**config.mk**
```make
export PLATFORM = sky130hd
export DESIGN_NAME = pphs_host_port
export DESIGN_NICKNAME = d
export VERILOG_FILES = /design/src/shared/pphs_pkg.sv /design/src/pphs_strobe_sync.sv /design/src/pphs_host_port.sv
export SDC_FILE = /design/constraint.sdc
export NUM_CORES = 1
export LEC_CHECK = 0
export BUFFER_PORTS_ARGS = -buffer_cell sky130_fd_sc_hd__buf_4
export CAP_MARGIN = 20
export CORE_MARGIN = 5
export CORE_UTILIZATION = 51
export CTS_CLUSTER_SIZE = 25
export DETAILED_ROUTE_END_ITERATION = 6
export PLACE_DENSITY = 0.94
export SYNTH_ARGS = -nofsm -noshare
export SYNTH_HDL_FRONTEND = slang
export SYNTH_SLANG_ARGS = --single-unit
```
**constraint.sdc**
```tcl
create_clock -name mclk -period 3.35 [get_ports mclk]
set_input_delay 0.5025 -clock mclk [delete_from_list [all_inputs] [get_ports mclk]]
set_output_delay 0.5025 -clock mclk [all_outputs]
set_load 0.1 [all_outputs]
```
**src/shared/pphs_pkg.sv**
```systemverilog
`default_nettype none

package pphs_pkg;

  // ----------------------------------------------------------------
  // Clock and timing
  // ----------------------------------------------------------------
  localparam int CLK_PERIOD_NS = 20;
  localparam int IRQ_PULSE_NS = 100;
  localparam int IRQ_PULSE_CYC_I = (IRQ_PULSE_NS + CLK_PERIOD_NS - 1) / CLK_PERIOD_NS;
  localparam logic [3:0] IRQ_PULSE_CYC = 4'(IRQ_PULSE_CYC_I);

  // ----------------------------------------------------------------
  // Processor address decode
  // ----------------------------------------------------------------
  localparam int ADDR_W = 24;
  localparam int REGION_HI = 23;
  localparam int REGION_LO = 20;
  localparam logic [3:0] REGION_HOST = 4'hF;
  localparam logic [3:0] REGION_IO = 4'h8;
  localparam logic [3:0] REGION_RAM = 4'hC;
  localparam logic [3:0] REGION_BOOT = 4'h0;
  localparam logic [7:0] HOST_PAGE = 8'hFF;
  localparam logic [23:0] HANDSHAKE_ADDR = 24'hFF_F000;

  // ----------------------------------------------------------------
  // AHB-Lite register map
  // ----------------------------------------------------------------
  localparam logic [11:0] REG_CTRL_OFS = 12'h000;
  localparam logic [11:0] REG_STATUS_OFS = 12'h004;
  localparam logic [2:0] HSIZE_WORD = 3'b010;
  localparam logic [1:0] HRESP_OKAY = 2'b00;

  // Control register fields
  localparam int CTRL_TRI_BIT = 0;
  localparam int CTRL_SELECT_A_BIT = 1;
  localparam int CTRL_LED_IO_BIT = 2;
  localparam int CTRL_LED_BOOT_BIT = 3;
  localparam int CTRL_BIDIR_BIT = 4;
  localparam int CTRL_W = 5;
  localparam logic [4:0] CTRL_RESET = 5'h00;

  // Status register fields
  localparam int STAT_ACK_BIT = 0;
  localparam int STAT_READY_BIT = 1;
  localparam int STAT_WRITE_BIT = 2;
  localparam int STAT_STROBE_BIT = 3;
  localparam int STAT_IRQ_BIT = 4;
  localparam int STAT_CNT_LO = 16;
  localparam int XFER_CNT_W = 16;

  // ----------------------------------------------------------------
  // Handshake sequencer
  // ----------------------------------------------------------------
  typedef enum logic [1:0] {
    PPHS_IDLE,
    PPHS_STALL,
    PPHS_DONE
  } pphs_hs_state_t;

endpackage

`default_nettype wire

```
**src/pphs_strobe_sync.sv**
```systemverilog
`timescale 1ns/1ps
`default_nettype none

module pphs_strobe_sync (
  input wire logic mclk,
  input wire logic rst_n,
  input wire logic strobe_in,
  output logic level,
  output logic rise,
  output logic fall
);

  typedef struct packed {
    logic s1;
    logic s2;
    logic s3;
  } pphs_sync_state_t;

  pphs_sync_state_t state_q;
  pphs_sync_state_t state_d;

  // First stage feeds only the second stage
  always_comb begin
    state_d = state_q;
    state_d.s1 = strobe_in;
    state_d.s2 = state_q.s1;
    state_d.s3 = state_q.s2;
  end

  always_ff @(posedge mclk or negedge rst_n) begin
    if (!rst_n) begin
      state_q <= 3'b111;
    end else begin
      state_q <= state_d;
    end
  end

  assign level = state_q.s2;
  assign rise = state_q.s2 & ~state_q.s3;
  assign fall = ~state_q.s2 & state_q.s3;

endmodule

`default_nettype wire

```
**src/pphs_host_port.sv**
```systemverilog
// Contract
// - Host region found from processor strobe plus address bits 23..12.
// - Five decode outputs plus ready, host request interrupt, transceiver enable.
// - Tristate control floats the interrupt and ready outputs.
// - Select high makes the io and boot decodes drive the LED.
// - Eight-bit both ways when bidirectional, else 8-bit in, 4-bit out.
// - Status 7..4 carry data 3..0, status 3 carries acknowledge.
// - Host strobe falling pulses the request interrupt; processor uses first only.
// - Handshake read asserts acknowledge, error low, ready high to stall.
// - Host strobe rising drops ready, releasing the stalled access.
// - Inbound words move as four bytes, least significant first.
// - Handshake write also asserts acknowledge, error low, ready high.
// - Bootload skips bytes three and four of the first word.
// - Range FFF000 to FFFFFF steers accesses to the host interface.
//
// The implementer's own choices: the AHB-Lite slave port and the register offsets.
`timescale 1ns/1ps
`default_nettype none

module pphs_host_port (
  input wire logic mclk,
  input wire logic rst_n,
  // AHB-Lite slave
  input wire logic hsel,
  input wire logic [31:0] haddr,
  input wire logic [1:0] htrans,
  input wire logic hwrite,
  input wire logic [2:0] hsize,
  input wire logic [31:0] hwdata,
  input wire logic hready,
  output logic hreadyout,
  output logic [31:0] hrdata,
  output logic [1:0] hresp,
  // Processor parallel bus
  input wire logic proc_strobe_n,
  input wire logic [23:0] proc_addr,
  input wire logic proc_rw,
  input wire logic [7:0] proc_data_i,
  output logic [7:0] proc_data_o,
  output logic proc_data_oe_n,
  output logic ready_o,
  output logic ready_oe_n,
  output logic host_request_interrupt_o,
  output logic host_request_interrupt_oe_n,
  output logic user_io_read_decode,
  output logic user_io_write_decode,
  output logic user_io_decode,
  output logic user_ram_decode,
  output logic boot_decode,
  output logic xcvr_en_n,
  // Host printer port
  input wire logic host_side_strobe,
  input wire logic [7:0] host_data_i,
  output logic [7:0] host_data_o,
  output logic host_data_oe_n,
  output logic [3:0] host_status_nibble,
  output logic interface_acknowledge,
  output logic host_error_n
);

  typedef struct packed {
    pphs_pkg::pphs_hs_state_t hs;
    logic hs_wr;
    logic ready;
    logic ack;
    logic irq;
    logic [3:0] irq_cnt;
    logic [pphs_pkg::CTRL_W-1:0] ctrl;
    logic ap_valid;
    logic ap_write;
    logic [11:0] ap_ofs;
    logic [31:0] rdata;
    logic ior;
    logic iow;
    logic io;
    logic ram;
    logic boot;
    logic en_n;
    logic [7:0] pdata;
    logic pdata_oe_n;
    logic [7:0] hdata;
    logic hdata_oe_n;
    logic [3:0] nibble;
    logic [pphs_pkg::XFER_CNT_W-1:0] xfer_cnt;
    logic hrdy;
    logic tri_en;
  } pphs_top_state_t;

  pphs_top_state_t state_q;
  pphs_top_state_t state_d;

  logic strobe_level;
  logic strobe_rise;
  logic strobe_fall;
  logic region_hit;
  logic hs_hit;
  logic [3:0] region;
  logic [31:0] status_word;

  // ----------------------------------------------------------------
  // Host strobe crossing
  // ----------------------------------------------------------------
  pphs_strobe_sync u_strobe_sync (
    .mclk(mclk),
    .rst_n(rst_n),
    .strobe_in(host_side_strobe),
    .level(strobe_level),
    .rise(strobe_rise),
    .fall(strobe_fall)
  );

  // ----------------------------------------------------------------
  // Decode and status
  // ----------------------------------------------------------------
  assign region = proc_addr[pphs_pkg::REGION_HI:pphs_pkg::REGION_LO];
  assign region_hit = !proc_strobe_n && region == pphs_pkg::REGION_HOST
                      && proc_addr[19:12] == pphs_pkg::HOST_PAGE;
  assign hs_hit = region_hit && proc_addr == pphs_pkg::HANDSHAKE_ADDR;

  always_comb begin
    status_word = 32'h0000_0000;
    status_word[pphs_pkg::STAT_ACK_BIT] = state_q.ack;
    status_word[pphs_pkg::STAT_READY_BIT] = state_q.ready;
    status_word[pphs_pkg::STAT_WRITE_BIT] = state_q.hs_wr;
    status_word[pphs_pkg::STAT_STROBE_BIT] = strobe_level;
    status_word[pphs_pkg::STAT_IRQ_BIT] = state_q.irq;
    status_word[pphs_pkg::STAT_CNT_LO +: pphs_pkg::XFER_CNT_W] = state_q.xfer_cnt;
  end

  // ----------------------------------------------------------------
  // Next state
  // ----------------------------------------------------------------
  always_comb begin
    state_d = state_q;

    // AHB address phase; zero wait states so read data is ready next cycle
    state_d.ap_valid = hsel && htrans[1] && hready;
    state_d.ap_write = hwrite && hsize == pphs_pkg::HSIZE_WORD;
    state_d.ap_ofs = haddr[11:0];
    if (hsel && htrans[1] && hready && !hwrite) begin
      unique case (haddr[11:0])
        pphs_pkg::REG_CTRL_OFS: state_d.rdata = {27'h000_0000, state_q.ctrl};
        pphs_pkg::REG_STATUS_OFS: state_d.rdata = status_word;
        default: state_d.rdata = 32'h0000_0000;
      endcase
    end
    if (state_q.ap_valid && state_q.ap_write && state_q.ap_ofs == pphs_pkg::REG_CTRL_OFS) begin
      state_d.ctrl = hwdata[pphs_pkg::CTRL_W-1:0];
    end
    state_d.hrdy = 1'b1;
    // One cycle behind the control bit, so a write settles before pins move
    state_d.tri_en = state_q.ctrl[pphs_pkg::CTRL_TRI_BIT];

    // Address decodes; select_a mode hands io and boot over to the LED
    state_d.ior = !proc_strobe_n && region == pphs_pkg::REGION_IO && proc_rw;
    state_d.iow = !proc_strobe_n && region == pphs_pkg::REGION_IO && !proc_rw;
    state_d.ram = !proc_strobe_n && region == pphs_pkg::REGION_RAM;
    state_d.en_n = !region_hit;
    if (state_q.ctrl[pphs_pkg::CTRL_SELECT_A_BIT]) begin
      state_d.io = state_q.ctrl[pphs_pkg::CTRL_LED_IO_BIT];
      state_d.boot = state_q.ctrl[pphs_pkg::CTRL_LED_BOOT_BIT];
    end else begin
      state_d.io = !proc_strobe_n && region == pphs_pkg::REGION_IO;
      state_d.boot = !proc_strobe_n && region == pphs_pkg::REGION_BOOT;
    end

    // Every falling host strobe pulses the request; the processor filters repeats
    if (strobe_fall) begin
      state_d.irq = 1'b1;
      state_d.irq_cnt = pphs_pkg::IRQ_PULSE_CYC - 4'h1;
    end else if (state_q.irq_cnt != 4'h0) begin
      state_d.irq_cnt = state_q.irq_cnt - 4'h1;
    end else begin
      state_d.irq = 1'b0;
    end

    // Handshake sequencer
    unique case (state_q.hs)
      pphs_pkg::PPHS_IDLE: begin
        if (hs_hit) begin
          state_d.hs = pphs_pkg::PPHS_STALL;
          state_d.hs_wr = !proc_rw;
          state_d.ready = 1'b1;
          state_d.ack = 1'b1;
        end
      end
      pphs_pkg::PPHS_STALL: begin
        if (strobe_rise) begin
          // Edge is a one-cycle pulse, so one access is freed per edge
          state_d.hs = pphs_pkg::PPHS_DONE;
          state_d.ready = 1'b0;
          state_d.ack = 1'b0;
          // No grouping by four, so skipped boot bytes cause no slip
          state_d.xfer_cnt = state_q.xfer_cnt + 16'h0001;
        end
      end
      pphs_pkg::PPHS_DONE: begin
        // Wait for the processor to end its cycle before a new stall
        if (!hs_hit) begin
          state_d.hs = pphs_pkg::PPHS_IDLE;
          state_d.hs_wr = 1'b0;
        end
      end
    endcase

    // Data paths during a stall
    state_d.pdata_oe_n = !(state_d.hs == pphs_pkg::PPHS_STALL && !state_d.hs_wr);
    // Byte frozen once the pin strobe rises: the host may move its data lines
    // with the rise, while the synchronised edge frees the access cycles later
    if (!state_d.pdata_oe_n && !host_side_strobe) begin
      state_d.pdata = host_data_i;
    end
    if (state_d.hs == pphs_pkg::PPHS_STALL && state_d.hs_wr) begin
      state_d.nibble = proc_data_i[3:0];
      state_d.hdata = proc_data_i;
      state_d.hdata_oe_n = !state_q.ctrl[pphs_pkg::CTRL_BIDIR_BIT];
    end else begin
      state_d.hdata_oe_n = 1'b1;
    end
  end

  always_ff @(posedge mclk or negedge rst_n) begin
    if (!rst_n) begin
      state_q <= '0;
      state_q.hs <= pphs_pkg::PPHS_IDLE;
      state_q.ctrl <= pphs_pkg::CTRL_RESET;
      state_q.en_n <= 1'b1;
      state_q.pdata_oe_n <= 1'b1;
      state_q.hdata_oe_n <= 1'b1;
      state_q.tri_en <= 1'b1;
    end else begin
      state_q <= state_d;
    end
  end

  // ----------------------------------------------------------------
  // Outputs, all from flip-flops except the constant hresp
  // ----------------------------------------------------------------
  assign hreadyout = state_q.hrdy;
  assign hrdata = state_q.rdata;
  assign hresp = pphs_pkg::HRESP_OKAY;
  assign proc_data_o = state_q.pdata;
  assign proc_data_oe_n = state_q.pdata_oe_n;
  assign ready_o = state_q.ready;
  assign ready_oe_n = state_q.tri_en;
  assign host_request_interrupt_o = state_q.irq;
  assign host_request_interrupt_oe_n = state_q.tri_en;
  assign user_io_read_decode = state_q.ior;
  assign user_io_write_decode = state_q.iow;
  assign user_io_decode = state_q.io;
  assign user_ram_decode = state_q.ram;
  assign boot_decode = state_q.boot;
  assign xcvr_en_n = state_q.en_n;
  assign host_data_o = state_q.hdata;
  assign host_data_oe_n = state_q.hdata_oe_n;
  assign host_status_nibble = state_q.nibble;
  assign interface_acknowledge = state_q.ack;
  assign host_error_n = !state_q.ack;
endmodule

`default_nettype wire

```
==> impl_metrics.json, run 1 <==
{
  "cts_hold_buf": 0,
  "r2r_slack_ns": 1.15,
  "syn_area_per_cell_sq_um": 12.22,
  "fmax_mhz": 400.1,
  "hold_violations": 0,
  "post_drt_wl_per_cell_um": 15.99,
  "synth_flop_cell": "dfrtp_1",
  "ys_top_cells_by_area": "dfrtp_1, buf_4, mux2_2",
  "clkTransAtPathRegs_ns": 0.10,
  "fin_area_sq_um": 5021,
  "cts-root-buf": "clkbuf_8",
  "period_share_pct": 74.61,
  "hold_path_class": "primary input to async pin",
  "critical_path_class": "primary input to flop",
  "synth.distinct_cells": 43,
  "drive_above_1_share_pct": 40.84,
  "slowest_delay_ns": 0.67,
  "die_h_um": 100.1,
  "skew_ns": 0.009492,
  "clk_latency_ns": 0.36,
  "antenna_found_initial": 0,
  "diodes": 0,
  "coreArea_sq_um": 7807,
  "drt_pre_antenna_iters": 4,
  "grt-ovfl-total": 0,
  "synth_top_cell_area_share_pct": 52.57,
  "cp_slowest_cell": "or4_1",
  "drtIter0Drc": 88,
  "fill_cells": 593,
  "power_density_nw_per_um2": 588.2,
  "critical-path-top-delay-family": "simple AND/OR/NAND/NOR gates",
  "drv_slew": 0,
  "setup_viol": 0,
  "placed_cells": 517,
  "cts_max_level": 3,
  "synth-async-reset-ratio_pct": 100.0,
  "rows": 32,
  "synthTopCellsByCount": "dfrtp_1, buf_4, nand2_1",
  "leakage_uw": 0.002458,
  "relSlewSlack_pct": 51.91,
  "post-cts-setup-buffers": 0,
  "synth_edf_count": 0,
  "worst_setup_path_end_kind": "flop",
  "setup_slack_ns": 0.8506,
  "dpl_worst_slack_ns": 0.4518,
  "gp_congestion": 0.7664,
  "hold_ws_ns": 0.1442,
  "worst_ep_required_time_ns": 3.59,
  "areaGrowthSynthToFinish_pct": 21.24,
  "numCtsBuffers": 9,
  "rsz0062_at_grt": "no",
  "vias": 2743,
  "portBuffers": 124,
  "post-route-drc-count": 0,
  "grt_pass1_vias": 2933,
  "initial_core_util_pct": 53.04,
  "grt_pass1_wl_um": 14150,
  "min_period_ns": 2.499,
  "place_hpwl_um": 6636,
  "drt-vias-per-instance": 5.146,
  "grt_max_degree": 49,
  "cts_buffer_depth": 2,
  "crit_chain": "buf_4, nand3b_1, or4_1, nor2_8, o21bai_1, a211oi_4, mux2_2",
  "start_kind": "primary input",
  "die_w_um": 100.1,
  "critPathMaxFanout": 8,
  "final_cells": 533,
  "worst_slew_pin_slew_ns": 0.7158,
  "nets": 548,
  "ant_nets": 0,
  "ir_drop_mv": 0.5283,
  "cap_violations": 0,
  "synth_seq_area_share_pct": 57.01,
  "grt_use_total_pct": 17.91,
  "io_pins": 186,
  "cts.sink_count": 94,
  "syn_area_sq_um": 4141,
  "routed_wl_um": 8523,
  "cts_tree": "done",
  "yosysTopAreaCell": "dfrtp_1",
  "dieArea_sq_um": 10020,
  "ys_warn_count": 0,
  "cts.repair.resized": 0,
  "arrival_ns": 2.74,
  "place_area_sq_um": 4822,
  "synth_most_common_cell": "dfrtp_1",
  "setup_tns_ns": 0,
  "ys_ff_latch": 94,
  "crit_buf_inv": 1,
  "outcome": "finished clean",
  "synthCells": 339
}
==> routing by layer <==
layer | up-vias | global-route usage [%] | part of all wire (%)
met4 | 0 | 6.736 | 0.93
li1 | 1288 | - | -
met1 | 1343 | 21.29 | 40
met3 | 8 | 5.698 | 8.0
met5 | - | 0 | 0
met2 | 104 | 30.48 | 51
==> report_power, final <==
| group | total, uW | leakage (uW) | internal [uW] | switching (uW) |
|---|---|---|---|---|
| combinational | 883 | 0.00114 | 233 | 650 |
| clock | 740 | 0.0000985 | 296 | 444 |
| sequential | 1330 | 0.00122 | 1250 | 84.5 |
==> kinds of logic after synthesis <==
kind of cell / Yosys count / synth area share, %
flops: 94 / 57.01
simple gates: 84 / 11.18
other cells: 2 / 0.1813
buf+inv: 71 / 11.69
xor+xnor: 16 / 3.384
mux: 26 / 6.919
fa+ha+maj: 5 / 1.511
compound gates: 41 / 8.127
==> through the flow <==
step           power (uW)  util [%]
2_1_floorplan        2082         -
3_3_place_gp         2215     61.76
3_5_place_dp         2242     61.76
4_1_cts              2985     64.31
5_1_grt              3105     64.31
6_report             2954     64.31
==> cell usage in the layout, fill, tap and decap left out, drive strengths merged, types with 2 or more instances in the layout <==
cell type and count:
mux2 21, clkinv 2, inv 13, nand3b 3
o21ai 9, nor4 9, nand3 9, buf 126
nand2b 2, nand4 6, a22o 17, o21bai 2
conb 14, nand2 21, a211oi 2, and3 6
nor3 7, ha 5, a21o 2, or3 3
nor2b 2, dfstp 7, clkbuf 9, xnor2 15
nor2 12, mux2i 5, a32o 2, a21oi 4
dfrtp 87
==> worst paths after layout <==
path | startpoint | end | cells after the start
hold / removal | rst_n | hrdata[31] | 1
max in group asynchronous | rst_n | host_data_oe_n | 2
setup reg to reg | state_q[105] | host_data_o[4] | 7
setup / recovery | proc_strobe_n | proc_data_o[7] | 7
hold reg to reg | u_strobe_sync.state_d[1] | u_strobe_sync.level | 0
min in group mclk | haddr[0] | state_q[78] | 1
==> state kept, by name (all words and copies together), names as in the netlist, 8 cells and up <==
signal,count
hrdata,21
state_q,41
proc_data_o,8
host_data_o,8
==> cell type report <==
cell class              instances  area (sq um)  area share [%]
clock buffers                   9         123.9           2.467
clock inverters                 7         75.07           1.495
inverters                       9         33.78          0.6728
multi-input cells             186          1341           26.71
flip-flops and latches         94          2361           47.02
well taps                     102         127.6           2.542
repair buffers                126         958.4           19.09
Note: power is estimated with default switching activity, not from simulation.
==> inputs of run 2 (changes only) <==
CORE_UTILIZATION = 43   (was 51)
PLACE_DENSITY = 0.85   (was 0.94)
clock period = 2.08 ns   (was 3.35 ns; I/O delays follow)
==> impl_metrics.json, run 2 (synthesized netlist as in run 1, its figures left out) <==
{
  "leakage_uw": 0.002612,
  "clk_latency_ns": 0.35,
  "swShare_pct": 38.20,
  "skew_ns": 0.01131,
  "critical_path_class": "primary input to flop",
  "fmax_mhz": 479.8,
  "grt-ovfl-total": 0,
  "cts_max_level": 3,
  "numCtsBuffers": 9,
  "setup_slack_ns": -0.004407,
  "power_switching_uw": 1874,
  "setup_viol": 1,
  "period_share_pct": 100.2,
  "hold_path_class": "primary input to flop",
  "power_density_nw_per_um2": 913.5,
  "dieArea_sq_um": 11690,
  "die_w_um": 108.1,
  "p_int_uw": 3032,
  "drtIter0Drc": 69,
  "worst_slew_pin_slew_ns": 0.5419,
  "routed_wl_um": 8823,
  "pwr-share-seq_pct": 43.8,
  "hold_violations": 0,
  "place_hpwl_um": 6844,
  "vias": 2794,
  "met1_usage_pct": 19.10,
  "hold_ws_ns": 0.06656,
  "drt-vias-per-instance": 4.834,
  "relSlewSlack_pct": 63.87,
  "pwr-share-clk_pct": 25.7,
  "rsz0062_at_grt": "yes",
  "ant_nets": 0,
  "gr-usage-met2_pct": 26.33,
  "final_util_pct": 57.57,
  "cap_violations": 0,
  "hold_depth": 1,
  "start_kind": "primary input",
  "coreArea_sq_um": 9328,
  "arrival_ns": 2.33,
  "gp_congestion": 0.7314,
  "drt_pre_antenna_iters": 4,
  "nets": 566,
  "areaGrowthSynthToFinish_pct": 29.67,
  "power_uw": 4906,
  "cts.sink_count": 94,
  "initial_core_util_pct": 44.40,
  "ir_drop_mv": 0.9744,
  "top_register": "state_q",
  "grt_pass1_wl_um": 14270,
  "die_h_um": 108.1,
  "power_frac_comb_pct": 30.5,
  "worst_ep_required_time_ns": 2.32,
  "grt_use_total_pct": 15.44,
  "post_drt_wl_per_cell_um": 15.26,
  "cts_tree": "done",
  "post-route-drc-count": 0,
  "io_pins": 186,
  "cts-root-buf": "clkbuf_8",
  "portBuffers": 124,
  "use_met3_pct": 4.060,
  "drv_slew": 0,
  "cts_buffer_depth": 2,
  "final_common_cell": "buf_4",
  "failed_checks": "negative setup slack",
  "clkTransAtPathRegs_ns": 0.10,
  "critPathMaxFanout": 9,
  "r2r_cells": 8,
  "final_cell_mix": "buf_4, dfrtp_1, nand2_1, a22o_1",
  "rows": 35,
  "grt_pass1_vias": 2982,
  "antenna_found_initial": 0,
  "diodes": 0,
  "grt_max_degree": 44,
  "grt-busiest-layer": "met2",
  "min_period_ns": 2.084,
  "worst_setup_path_end_kind": "flop",
  "outcome": "complete, but fails checks",
  "drive_above_1_share_pct": 45.66,
  "largest_reg_flops": 41
}
-- run 2: routing by layer --
metal | share of wire (%) | up-vias | wire (um)
met1 | 41 | 1355 | 3615
met5 | 0 | - | 0
met3 | 8.5 | 13 | 748
met4 | 1.3 | 0 | 112
li1 | - | 1316 | -
met2 | 49 | 110 | 4347
-- run 2: power by group through the flow --
stage	combinational, uW	clock, uW	sequential [uW]
final	1500	1260	2150
after global routing	1580	1380	2170
after CTS	1450	1300	2150
after detailed placement	1450	0	2180
after global placement	1410	0	2170
after floorplan	1110	0	2250
-- run 2: cell type report --
cell class                      instances  area, sq um
Clock inverter                          7        87.58
Timing Repair Buffer                  144         1132
Fill cell                             768         3958
Multi-Input combinational cell        186         1470
Sequential cell                        94         2361
Inverter                                9        33.78
Clock buffer                            9        123.9
Tap cell                              129        161.4
-- run 2: final timing paths --
path	start	endpoint	slack, ns
setup / recovery	proc_strobe_n	host_data_o[5]	-0.004
setup reg to reg	state_q[105]	host_data_o[5]	0.05
hold reg to reg	u_strobe_sync.state_d[1]	u_strobe_sync.level	0.36
max in group asynchronous	rst_n	proc_data_oe_n	0.94
min in group asynchronous	rst_n	state_q[81]	0.48
hold / removal	haddr[8]	state_q[86]	0.07
-- run 2: critical path, stage by stage --
cell and delay, ns:
buf_6 0.09, nand3b_1 0.17, or4_4 0.50, buf_8 0.16, a2bb2oi_2 0.17, nor3_4 0.21, a21boi_4 0.24, buf_12 0.15
mux2_2 0.32
-- run 2: repair_timing --
item | in CTS | in global routing
pin swaps | 1 | 0
endpoints found under the setup margin | 15 | 16
endpoints found under the hold margin | 40 | 0
hold buffers | 1 | 0
gates resized for setup | 6 | 22
buffers inserted | 1 | 2
-- run 2: per-stage QoR --
step                cells  setup TNS (ns)  setup WS [ns]  area (sq um)
floorplan             351          -3.167        -0.2070          4218
global route          578         -0.5697       -0.07818          5370
CTS                   576        -0.08089       -0.02598          5271
global placement      558          -5.701        -0.3608          5017
finish                578       -0.004407      -0.004407          5370
detailed placement    558          -6.599        -0.4244          5017
